<file path="config.mk">
export PLATFORM = sky130hd
export DESIGN_NAME = sync_pulse_output
export DESIGN_NICKNAME = d
export VERILOG_FILES = /design/src/sync_pulse_output.v /design/src/period_timer.v /design/src/delay_line.v
export VERILOG_INCLUDE_DIRS = /design/src
export SDC_FILE = /design/constraint.sdc
export NUM_CORES = 1
export LEC_CHECK = 0
export BUFFER_PORTS_ARGS = -buffer_cell sky130_fd_sc_hd__buf_2
export CAP_MARGIN = 20
export CELL_PAD_IN_SITES_DETAIL_PLACEMENT = 1
export CELL_PAD_IN_SITES_GLOBAL_PLACEMENT = 2
export CORE_UTILIZATION = 31
export CTS_CLUSTER_DIAMETER = 200
export DETAILED_ROUTE_END_ITERATION = 12
export GPL_TIMING_DRIVEN = 0
export HOLD_SLACK_MARGIN = 0.05
export PLACE_DENSITY = 0.82
export SLEW_MARGIN = 20
export SYNTH_ARGS = -nofsm -noshare
export SYNTH_HDL_FRONTEND = slang
export SYNTH_HIERARCHICAL = 1
export SYNTH_SLANG_ARGS = --single-unit
</file>
<file path="constraint.sdc">
create_clock -name core_clk -period 5.6 [get_ports core_clk]
set_input_delay 0.28 -clock core_clk [delete_from_list [all_inputs] [get_ports core_clk]]
set_output_delay 0.28 -clock core_clk [all_outputs]
set_load 0.005 [all_outputs]
</file>
<file path="src/sync_pulse_defines.vh">
// timing counts, selector codes and source kinds for the sync pulse output
`ifndef SYNC_PULSE_DEFINES_VH
`define SYNC_PULSE_DEFINES_VH

// core clock in kHz, and the documented figures in their own units
`define CORE_CLK_KHZ       32'd25000
`define PULSE_WIDTH_PS     32'd25600
`define SYNC_LIMIT_KHZ     32'd10000

// pulse width in cycles, rounded up: ceil(25600 ps * 25 MHz) = 1
`define PULSE_CYCLES       (((`PULSE_WIDTH_PS * 32'd25) + 32'd999999) / 32'd1000000)
// shortest legal source period in cycles, rounded up
`define MIN_PERIOD_CYCLES  ((`CORE_CLK_KHZ + `SYNC_LIMIT_KHZ - 32'd1) / `SYNC_LIMIT_KHZ)

// sync source selector
`define SRC_CH1_CARRIER    2'h0
`define SRC_CH2_CARRIER    2'h1
`define SRC_CH1_MOD        2'h2
`define SRC_CH2_MOD        2'h3

// carrier waveform kind
`define KIND_BASIC         2'h0
`define KIND_ARB           2'h1
`define KIND_NOISE_DC      2'h2
`define KIND_PSEUDO_RANDOM_BIT_SEQUENCE          2'h3

// modulation kind
`define MOD_NONE           2'h0
`define MOD_ANALOG         2'h1
`define MOD_KEYING         2'h2
`define MOD_EXTERNAL       2'h3

// connector duty
`define PORT_SYNC          1'b0
`define PORT_TRIG          1'b1

`endif

</file>
<file path="src/sync_pulse_output.v">
// sync pulse output with trigger duty and multi-unit alignment
//
// Local design decisions: the plain strobed port and the register offsets.
`timescale 1ns/1ps
`default_nettype none
`include "sync_pulse_defines.vh"

// Notes on behaviour
// - the shared connector turns to trigger duty during sweep or burst, else it is sync out.
// - with sync on, the connector drives a logic pulse train at the source frequency.
// - the source is channel one or two carrier, or channel one or two modulation.
// - sync goes quiet whenever the selected source frequency is above 10 MHz.
// - basic or arbitrary waves give one 25.6 ns pulse per period up to 10 MHz; here the pulse is one 40 ns core cycle.
// - noise or a dc level gives no pulses.
// - a bit sequence gives pulses at its bit rate.
// - internal analog modulation gives 25.6 ns pulses at the modulating rate; here each pulse is one 40 ns core cycle.
// - internal keying modulation gives pulses at the keying rate.
// - external modulation silences the sync output.
// - sweep or burst silences sync and hides its settings.
// - a master sends an alignment pulse on sync-device; a follower takes it from its pin.
// - each follower waits its own programmed delay before it aligns.
module sync_pulse_output (
   // clock and reset
   input  wire        core_clk,
   input  wire        rstn,
   // register port
   input  wire [3:0]  regAddr,
   input  wire [31:0] regWrData,
   input  wire        regWrite,
   input  wire        regRead,
   output reg  [31:0] regRdData,
   // channel state from the generator core
   input  wire        sweepOrBurst,
   input  wire [31:0] ch1PeriodCycles,
   input  wire [31:0] ch2PeriodCycles,
   input  wire [31:0] ch1ModPeriodCycles,
   input  wire [31:0] ch2ModPeriodCycles,
   input  wire [1:0]  ch1Kind,
   input  wire [1:0]  ch2Kind,
   input  wire [1:0]  ch1ModKind,
   input  wire [1:0]  ch2ModKind,
   // shared connector, three signals
   input  wire        trigSyncIn,
   output reg         trigSyncOut,
   output reg         trigSyncOe,
   // trigger duty, alignment and sync menu visibility towards the core
   output reg         trigDuty,
   output reg         trigInPulse,
   output reg         alignPulse,
   output reg         syncMenuVisible
);
   // ------------------------------------------------------------
   // register map
   // ------------------------------------------------------------
   localparam [3:0] ADDR_CTRL   = 4'h0;
   localparam [3:0] ADDR_DELAY  = 4'h1;
   localparam [3:0] ADDR_STATUS = 4'h2;
   localparam [3:0] ADDR_CMD    = 4'h3;

   // ------------------------------------------------------------
   // reset release
   // ------------------------------------------------------------
   reg rstMeta;
   reg rstSync;
   always @(posedge core_clk or negedge rstn) begin
      if (!rstn) begin
         rstMeta <= 1'b0;
         rstSync <= 1'b0;
      end else begin
         rstMeta <= 1'b1;
         rstSync <= rstMeta;
      end
   end

   // ------------------------------------------------------------
   // software registers
   // ------------------------------------------------------------
   reg        syncEnable_reg;
   reg [1:0]  syncSource_reg;
   reg        multiOn_reg;
   reg        isMaster_reg;
   reg [31:0] followerDelay_reg;
   reg        syncCmd_reg;

   always @(posedge core_clk or negedge rstSync) begin
      if (!rstSync) begin
         syncEnable_reg    <= 1'b0;
         syncSource_reg    <= `SRC_CH1_CARRIER;
         multiOn_reg       <= 1'b0;
         isMaster_reg      <= 1'b0;
         followerDelay_reg <= 32'h0;
         syncCmd_reg       <= 1'b0;
      end else begin
         syncCmd_reg <= 1'b0;
         if (regWrite) begin
            case (regAddr)
               ADDR_CTRL: begin
                  syncEnable_reg <= regWrData[0];
                  syncSource_reg <= regWrData[2:1];
                  multiOn_reg    <= regWrData[3];
                  isMaster_reg   <= regWrData[4];
               end
               ADDR_DELAY: begin
                  followerDelay_reg <= regWrData;
               end
               ADDR_CMD: begin
                  syncCmd_reg <= regWrData[0];
               end
               default: begin
               end
            endcase
         end
      end
   end

   // ------------------------------------------------------------
   // source decode
   // ------------------------------------------------------------
   function srcAllowed;
      input [1:0] kind;
      input [1:0] modKind;
      input       isMod;
      begin
         if (isMod) begin
            // analog and keying both pulse at their own rate
            srcAllowed = (modKind == `MOD_ANALOG) || (modKind == `MOD_KEYING);
         end else begin
            // external modulation takes the aux connector, so silence
            srcAllowed = (kind != `KIND_NOISE_DC) && (modKind != `MOD_EXTERNAL);
         end
      end
   endfunction

   reg [31:0] srcPeriod;
   reg        srcOk;
   always @* begin
      case (syncSource_reg)
         `SRC_CH1_CARRIER: begin
            // bit sequence period is one bit time here
            srcPeriod = ch1PeriodCycles;
            srcOk     = srcAllowed(ch1Kind, ch1ModKind, 1'b0);
         end
         `SRC_CH2_CARRIER: begin
            srcPeriod = ch2PeriodCycles;
            srcOk     = srcAllowed(ch2Kind, ch2ModKind, 1'b0);
         end
         `SRC_CH1_MOD: begin
            srcPeriod = ch1ModPeriodCycles;
            srcOk     = srcAllowed(ch1Kind, ch1ModKind, 1'b1);
         end
         `SRC_CH2_MOD: begin
            srcPeriod = ch2ModPeriodCycles;
            srcOk     = srcAllowed(ch2Kind, ch2ModKind, 1'b1);
         end
         default: begin
            srcPeriod = 32'h0;
            srcOk     = 1'b0;
         end
      endcase
   end

   // a period shorter than the limit means a frequency above 10 MHz
   wire tooFast = (srcPeriod < `MIN_PERIOD_CYCLES);
   wire runSync = syncEnable_reg && srcOk && !tooFast && !sweepOrBurst;

   // ------------------------------------------------------------
   // pulse generation
   // ------------------------------------------------------------
   wire periodStart;
   period_timer u_period_timer (
      .clk          (core_clk),
      .rstn         (rstSync),
      .run          (runSync),
      .periodCycles (srcPeriod),
      .strike       (periodStart)
   );

   reg [31:0] widthCount_reg;
   always @(posedge core_clk or negedge rstSync) begin
      if (!rstSync) begin
         widthCount_reg <= 32'h0;
      end else if (!runSync) begin
         widthCount_reg <= 32'h0;
      end else if (periodStart) begin
         widthCount_reg <= `PULSE_CYCLES;
      end else if (widthCount_reg != 32'h0) begin
         widthCount_reg <= widthCount_reg - 32'h1;
      end
   end
   wire syncLevel = runSync && (periodStart || (widthCount_reg > 32'h1));

   // ------------------------------------------------------------
   // multi-unit alignment
   // ------------------------------------------------------------
   // pin taken as synchronous; a rising edge is the alignment mark
   reg trigPrev_reg;
   always @(posedge core_clk or negedge rstSync) begin
      if (!rstSync) begin
         trigPrev_reg <= 1'b0;
      end else begin
         trigPrev_reg <= trigSyncIn;
      end
   end
   wire trigEdge = trigSyncIn && !trigPrev_reg;
   wire listening = multiOn_reg && !isMaster_reg;

   wire followerFire;
   delay_line u_delay_line (
      .clk         (core_clk),
      .rstn        (rstSync),
      .start       (listening && trigEdge),
      .delayCycles (followerDelay_reg),
      .fire        (followerFire)
   );

   wire masterSend = multiOn_reg && isMaster_reg && syncCmd_reg;

   // ------------------------------------------------------------
   // connector and outputs
   // ------------------------------------------------------------
   always @(posedge core_clk or negedge rstSync) begin
      if (!rstSync) begin
         trigSyncOut     <= 1'b0;
         trigSyncOe      <= 1'b0;
         trigDuty        <= `PORT_SYNC;
         trigInPulse     <= 1'b0;
         alignPulse      <= 1'b0;
         syncMenuVisible <= 1'b1;
      end else begin
         trigDuty        <= sweepOrBurst ? `PORT_TRIG : `PORT_SYNC;
         syncMenuVisible <= !sweepOrBurst;
         trigInPulse     <= sweepOrBurst && trigEdge;
         // master aligns itself on send, follower after its delay
         alignPulse      <= masterSend || followerFire;
         if (masterSend) begin
            trigSyncOut <= 1'b1;
            trigSyncOe  <= 1'b1;
         end else if (listening || sweepOrBurst) begin
            // trigger input duty or follower listening: release the pin
            trigSyncOut <= 1'b0;
            trigSyncOe  <= 1'b0;
         end else begin
            trigSyncOut <= syncLevel;
            trigSyncOe  <= 1'b1;
         end
      end
   end

   // ------------------------------------------------------------
   // read port
   // ------------------------------------------------------------
   always @(posedge core_clk or negedge rstSync) begin
      if (!rstSync) begin
         regRdData <= 32'h0;
      end else if (regRead) begin
         case (regAddr)
            ADDR_CTRL:   regRdData <= {27'h0, isMaster_reg, multiOn_reg,
                                       syncSource_reg, syncEnable_reg};
            ADDR_DELAY:  regRdData <= followerDelay_reg;
            ADDR_STATUS: regRdData <= {28'h0, sweepOrBurst, tooFast, srcOk, runSync};
            default:     regRdData <= 32'h0;
         endcase
      end else begin
         regRdData <= 32'h0;
      end
   end
endmodule
`default_nettype wire

</file>
<file path="src/period_timer.v">
// period counter: one start strike per programmed source period
`timescale 1ns/1ps
`default_nettype none
`include "sync_pulse_defines.vh"

module period_timer (
   // clock and reset
   input  wire        clk,
   input  wire        rstn,
   // control
   input  wire        run,
   input  wire [31:0] periodCycles,
   // result
   output reg         strike
);
   reg [31:0] count_reg;

   always @(posedge clk or negedge rstn) begin
      if (!rstn) begin
         count_reg <= 32'h0;
         strike    <= 1'b0;
      end else if (!run) begin
         // restart aligned so the first pulse opens a period
         count_reg <= 32'h0;
         strike    <= 1'b0;
      end else if (count_reg == 32'h0) begin
         count_reg <= periodCycles - 32'h1;
         strike    <= 1'b1;
      end else begin
         count_reg <= count_reg - 32'h1;
         strike    <= 1'b0;
      end
   end
endmodule
`default_nettype wire

</file>
<file path="src/delay_line.v">
// follower delay: fires once, one cycle more than the programmed count after an alignment pulse
`timescale 1ns/1ps
`default_nettype none

module delay_line (
   // clock and reset
   input  wire        clk,
   input  wire        rstn,
   // control
   input  wire        start,
   input  wire [31:0] delayCycles,
   // result
   output reg         fire
);
   reg [31:0] count_reg;
   reg        busy_reg;

   always @(posedge clk or negedge rstn) begin
      if (!rstn) begin
         count_reg <= 32'h0;
         busy_reg  <= 1'b0;
         fire      <= 1'b0;
      end else if (start) begin
         // a fresh alignment restarts the wait
         count_reg <= delayCycles;
         busy_reg  <= 1'b1;
         fire      <= 1'b0;
      end else if (busy_reg && count_reg == 32'h0) begin
         busy_reg  <= 1'b0;
         fire      <= 1'b1;
      end else begin
         if (busy_reg) begin
            count_reg <= count_reg - 32'h1;
         end
         fire <= 1'b0;
      end
   end
endmodule
`default_nettype wire

</file>
Word level (Yosys, flattened, before mapping):

Cells that the tools add are included.

* add/sub/neg operators: 4
* $lt $le $gt $ge: 2
* eq/ne operators: 16
* multiplexer cells: 25
* reduce and logical (&&, ||, !) cells: 32

Operators by type and width (count)
* two-way mux 32 bit: 9
* one-hot mux 32 bit (4 select lines): 1
* subtractor 32 x 1 -> 32 bit (second input constant): 4
* one-hot mux 32 bit (3 select lines): 1
* zero test 32 bit: 2
* greater-than comparator 32 x 1 -> 1 bit (second input constant): 1
* < comparator 32 x 2 -> 1 bit (second input constant): 1
* nonzero test 32 bit: 1
* logical AND 1 bit: 13
* two-way mux 1 bit: 13
* == test 2 bit (second input constant): 4
* == test 4 x 2 -> 1 bit (second input constant): 2
* inequality test 2 bit (second input constant): 4
* == test 2 x 1 -> 1 bit (second input constant): 3
* AND reduction 2 bit: 3
* logical OR 1 bit: 5
* == test 4 x 1 -> 1 bit (second input constant): 1
* zero test 1 bit: 4
* zero test 4 bit: 1
* one-hot mux 1 bit (4 select lines): 1
* nonzero test 2 bit: 2
* inequality test 3 x 1 -> 1 bit (second input constant): 1
* zero test 2 bit: 1
* inequality test 2 x 1 -> 1 bit (second input constant): 1

* register bits: 178
* input port bits: 178
* output and inout port bits: 38
* word-level logic and storage cells: 101

Longest topological paths before layout:

* depth in word-level cells: 9
* gate-level depth with buffers: 15
* gate-level depth less buffers: 12

Modules after synthesis:

The synthesis kept the hierarchy.

Modules (own cells, without submodules)
* sync_pulse_output: times used 1, cells each 432, area an instance 5472.7 um2, seq. area each 2778.9 um2
* period_timer: times used 1, cells each 271, area an instance 2263.4 um2, seq. area each 825.8 um2
* delay_line: times used 1, cells each 239, area an instance 2115.8 um2, seq. area each 850.8 um2

Worst setup path before layout:

No wires, ideal clock.

* kind: reg2reg
* start: reg syncSource_reg[0]
* end: reg u_period_timer.count_reg[24]
* library setup time: 0.132 ns
* arrival: 3.371 ns
* required time: 5.468 ns
* path slack: 2.098 ns
* stages on the path, launching flop included: 12
* buffers on the path: 2
* period minus slack after synthesis: 3.502 ns
* cell sequence: dfrtp_1 -> buf_2 -> buf_2 -> mux4_2 -> or4_1 -> nor3_1 -> nand4_2 -> a2111oi_4 -> o2111ai_4 -> nor4_2 -> xor2_1 -> nor2_1

* longest elaborated chain between the ends: 7
* elaborated cells on any way between the ends: 14
* classes of those cells: add/sub (1); order compare (1); eq/ne (3); mux (4); reduce/logical (5)

RTL lines
* start: declaration: RTL line sync_pulse_output.v:79 `reg [1:0] syncSource_reg;`
* start signal: assignment: RTL line sync_pulse_output.v:88 `` syncSource_reg <= `SRC_CH1_CARRIER; ``
* start signal: assignment: RTL line sync_pulse_output.v:99 `syncSource_reg <= regWrData[2:1];`
* == test 2 bit (tied with other cells): RTL line sync_pulse_output.v:137 `case (syncSource_reg)`
* one-hot mux 32 bit (4 select lines) (*): RTL line sync_pulse_output.v:137
* net srcPeriod[11]: RTL line sync_pulse_output.v:134 `reg [31:0] srcPeriod;`
* < comparator 32 x 2 -> 1 bit (no line)
* zero test 1 bit: RTL line sync_pulse_output.v:164 `wire runSync = syncEnable_reg && srcOk && !tooFast && !sweepOrBurst;`
* logical AND 1 bit (2 in a row): RTL line sync_pulse_output.v:164
* two-way mux 32 bit (*): RTL line period_timer.v:22 `end else if (!run) begin`
* end signal: assignment: RTL line period_timer.v:27 `count_reg <= periodCycles - 32'h1;`
* end signal: assignment: RTL line period_timer.v:30 `count_reg <= count_reg - 32'h1;`
* end: declaration: RTL line period_timer.v:16 `reg [31:0] count_reg;`

The timed path passes the listed nets; every way through them passes the cells marked *.
A chain may end at the register's enable or synchronous reset.

Worst setup path after layout:

* start: reg u_period_timer.count_reg[25]
* end: reg u_period_timer.count_reg[28]

* longest elaborated chain between the ends: 3
* elaborated cells on any way between the ends: 4
* classes of those cells: add/sub (1); mux (2); reduce/logical (1)

RTL lines
* subtractor 32 x 1 -> 32 bit or zero test 32 bit (tied branches): RTL line period_timer.v:30, period_timer.v:26
* two-way mux 32 bit (*): RTL line period_timer.v:26 `end else if (count_reg == 32'h0) begin`
* two-way mux 32 bit (*): RTL line period_timer.v:22

Mark *: on every way between the ends. The rest lies on a longest branch, timed or not.

==> results.py <==
metrics = {
    "critical_path": {
        "worstPathRequired_ns": 5.95,
        "startpoint_type": "flop",
        "cp_max_fo": 10,
        "r2r-start": "u_period_timer/count_reg[25]",
        "critPathKind": "reg2reg",
        "critPathLaunch": "u_period_timer/count_reg[25]",
        "r2r_slack_ns": 1.23,
        "arrival_ns": 4.73,
        "critPathCaptureType": "flop",
    },
    "grt": {
        "grt_overflow_total": 0,
        "grt_max_degree": 53,
        "track_usage_pct": 20.2,
        "grt_pass1_vias": 9067,
        "antenna_found_initial": 2,
        "grt_pass1_wl_um": 51300,
    },
    "clocking": {
        "ctsResizeCount": 0,
        "holdBufCountCts": 6,
        "cts_buffers": 17,
        "clk_path_buf_depth": 2,
        "h-tree-depth": 4,
        "clk_latency_ns": 0.44,
        "clockRootBuffer": "clkbuf_16",
        "clock-sinks": 178,
        "clk_pin_slew_ns": 0.07,
        "postCtsSetupBuffers": 0,
        "cts_tree": "built",
    },
    "synth": {
        "ys_async_sr_fraction_pct": 100,
        "ys_ff_latch": 178,
        "syn_inst": 942,
        "synth-edff-count": 0,
        "syn_area_per_cell_um2": 10.5,
        "synth_cell_types": 76,
        "syn_nets": 1126,
        "synth_seq_area_share_pct": 45.2,
        "ys.flop_type": "dfrtp_1",
        "netlist_area_um2": 9850,
        "yosys_warnings": 6,
    },
    "min_path": {
        "hp-class": "in2reg",
        "hp-start": "regWrData[17]",
    },
    "sta": {
        "finalClockSkew_ns": 0.0222,
        "worstMarginPinSlew_ns": 1.02,
        "rsz0062_at_grt": "false",
        "fmax_ghz": 0.229,
        "slew_headroom_pct": 32.1,
        "slew_violations": 0,
        "hold_viol": 0,
        "min_period_over_period_pct": 78.1,
        "tns_ns": 0,
        "fin_crit_ns": 4.37,
        "holdWs_ns": 0.0716,
        "setup_viol": 0,
    },
    "drt": {
        "wl_per_cell_um": 20.2,
        "ant_nets": 0,
        "first_pass_iters": 4,
        "drtIter0Drc": 361,
        "avgViaCountPerCell": 5.38,
        "drcViolationCount": 0,
        "routed_wl_um": 32100,
        "via_count": 8571,
    },
    "floorplanning": {
        "core-area_um2": 30900,
        "rows": 64,
        "dieArea_um2": 32500,
        "pin_count": 216,
        "die-height_um": 180,
        "start_util_pct": 31.9,
        "die_x_um": 180,
    },
    "layout": {
        "post-route-util_pct": 39.3,
        "fill_cells": 3581,
        "drive_above_1_share_pct": 32.0,
        "layout.nets": 1367,
        "final_cell_mix": "226 x buf_2, 176 x dfrtp_1, 129 x nor2_1",
        "design_area_um2": 12100,
        "area_growth_pct": 23.2,
        "layout_commonest_cell": "buf_2",
    },
    "placement": {
        "place_hpwl_um": 24300,
        "gp_congestion": 0.892,
        "placed_area_um2": 11500,
        "io_buffers": 213,
    },
    "flow_run": {
        "drv_cap": 0,
    },
    "run_status": {
        "status": "completed",
    },
}
final cells by class:
cell class | instances | area (um^2) | share of cell area (%)
timing repair buffer | 222 | 1200 | 9.90
clock buffer | 21 | 450 | 3.71
clock inverter | 11 | 131 | 1.08
inverter | 15 | 56.3 | 0.464
tap | 396 | 495 | 4.08
buffer | 46 | 234 | 1.93
multi-input combinational | 703 | 5110 | 42.1
antenna | 1 | 2.50 | 0.0206
sequential | 178 | 4460 | 36.7
cell usage after synthesis (6+ instances only):
cell type	instances	share of area (%)
dfrtp_1	177	45
nor2_1	129	4.9
a21oi_1	52	2.6
nand2_1	46	1.8
nor3_1	44	2.2
mux2_2	40	4.6
xnor2_1	35	3.1
mux4_2	33	7.5
and2_1	29	1.8
nand3_1	27	1.4
nor4_1	26	1.7
xor2_1	22	2.0
clkbuf_1	21	0.80
or3_1	21	1.3
a31oi_1	19	1.2
o21ai_0	18	0.91
inv_1	15	0.57
or4_1	15	1.1
buf_2	13	0.66
nand4_1	13	0.83
o31ai_1	12	0.91
mux2i_1	8	0.81
nor3b_1	7	0.53
ha_1	6	0.76
nor4b_1	6	0.53
o41ai_1	6	0.53
worst max-delay path, cell delays in order (launching register included):
cell	delay (ns)
dfrtp_1	0.41
nor4_1	0.61
nand4_1	0.39
nor3_2	0.39
buf_2	0.32
buf_2	0.32
buf_2	0.38
a21oi_1	0.15
ha_1	0.22
nor2b_1	0.16
o31ai_1	0.14
a2111oi_4	0.09
o2111ai_4	0.20
nor3_2	0.12
a31o_2	0.26
a21oi_1	0.12
cell families (layout without fill, tap and decap cells):
logic type / count (synthesis) / after routing / share of synthesized area [%]
other: 1 / 2 / 0.0381
xor gates and xnor gates: 57 / 57 / 5.07
and+or+nand+nor: 414 / 414 / 23.0
muxes: 82 / 82 / 13.1
DFF: 178 / 178 / 45.2
adders and majority gates: 6 / 6 / 0.762
AOI/OAI and AO/OA: 143 / 143 / 9.87
buffers and inverters: 61 / 315 / 2.95
worst paths after layout:
check                      depth (start not counted)                            to
setup / recovery                                  15  u_period_timer/count_reg[28]
hold / removal                                     2         followerDelay_reg[17]
setup reg to reg                                  15  u_period_timer/count_reg[28]
hold reg to reg                                    0  u_period_timer/count_reg[26]
max in group asynchronous                          1               syncMenuVisible
min in group asynchronous                          2                       rstSync
metal layers:
layer  part of all wire, %  vias to the layer above  GRT usage [%]
met5                 0.050                        -              0
met4                   1.9                        2           6.05
met3                   4.1                       35           3.19
met2                    49                      240           33.6
met1                    45                     4344           26.9
li1                      -                     3950              -
per-stage QoR:
stage | worst slack, ns | cells
after floorplan | 0.275 | 942
after global placement | -2.16 | 1551
after detailed placement | 1.37 | 1554
after CTS | 1.36 | 1592
after global routing | 0.997 | 1593
final | 1.23 | 1593
Power is left out: the tool's default activity adds up to more than one toggle a clock period on the data nets, which glitch-free logic cannot reach.
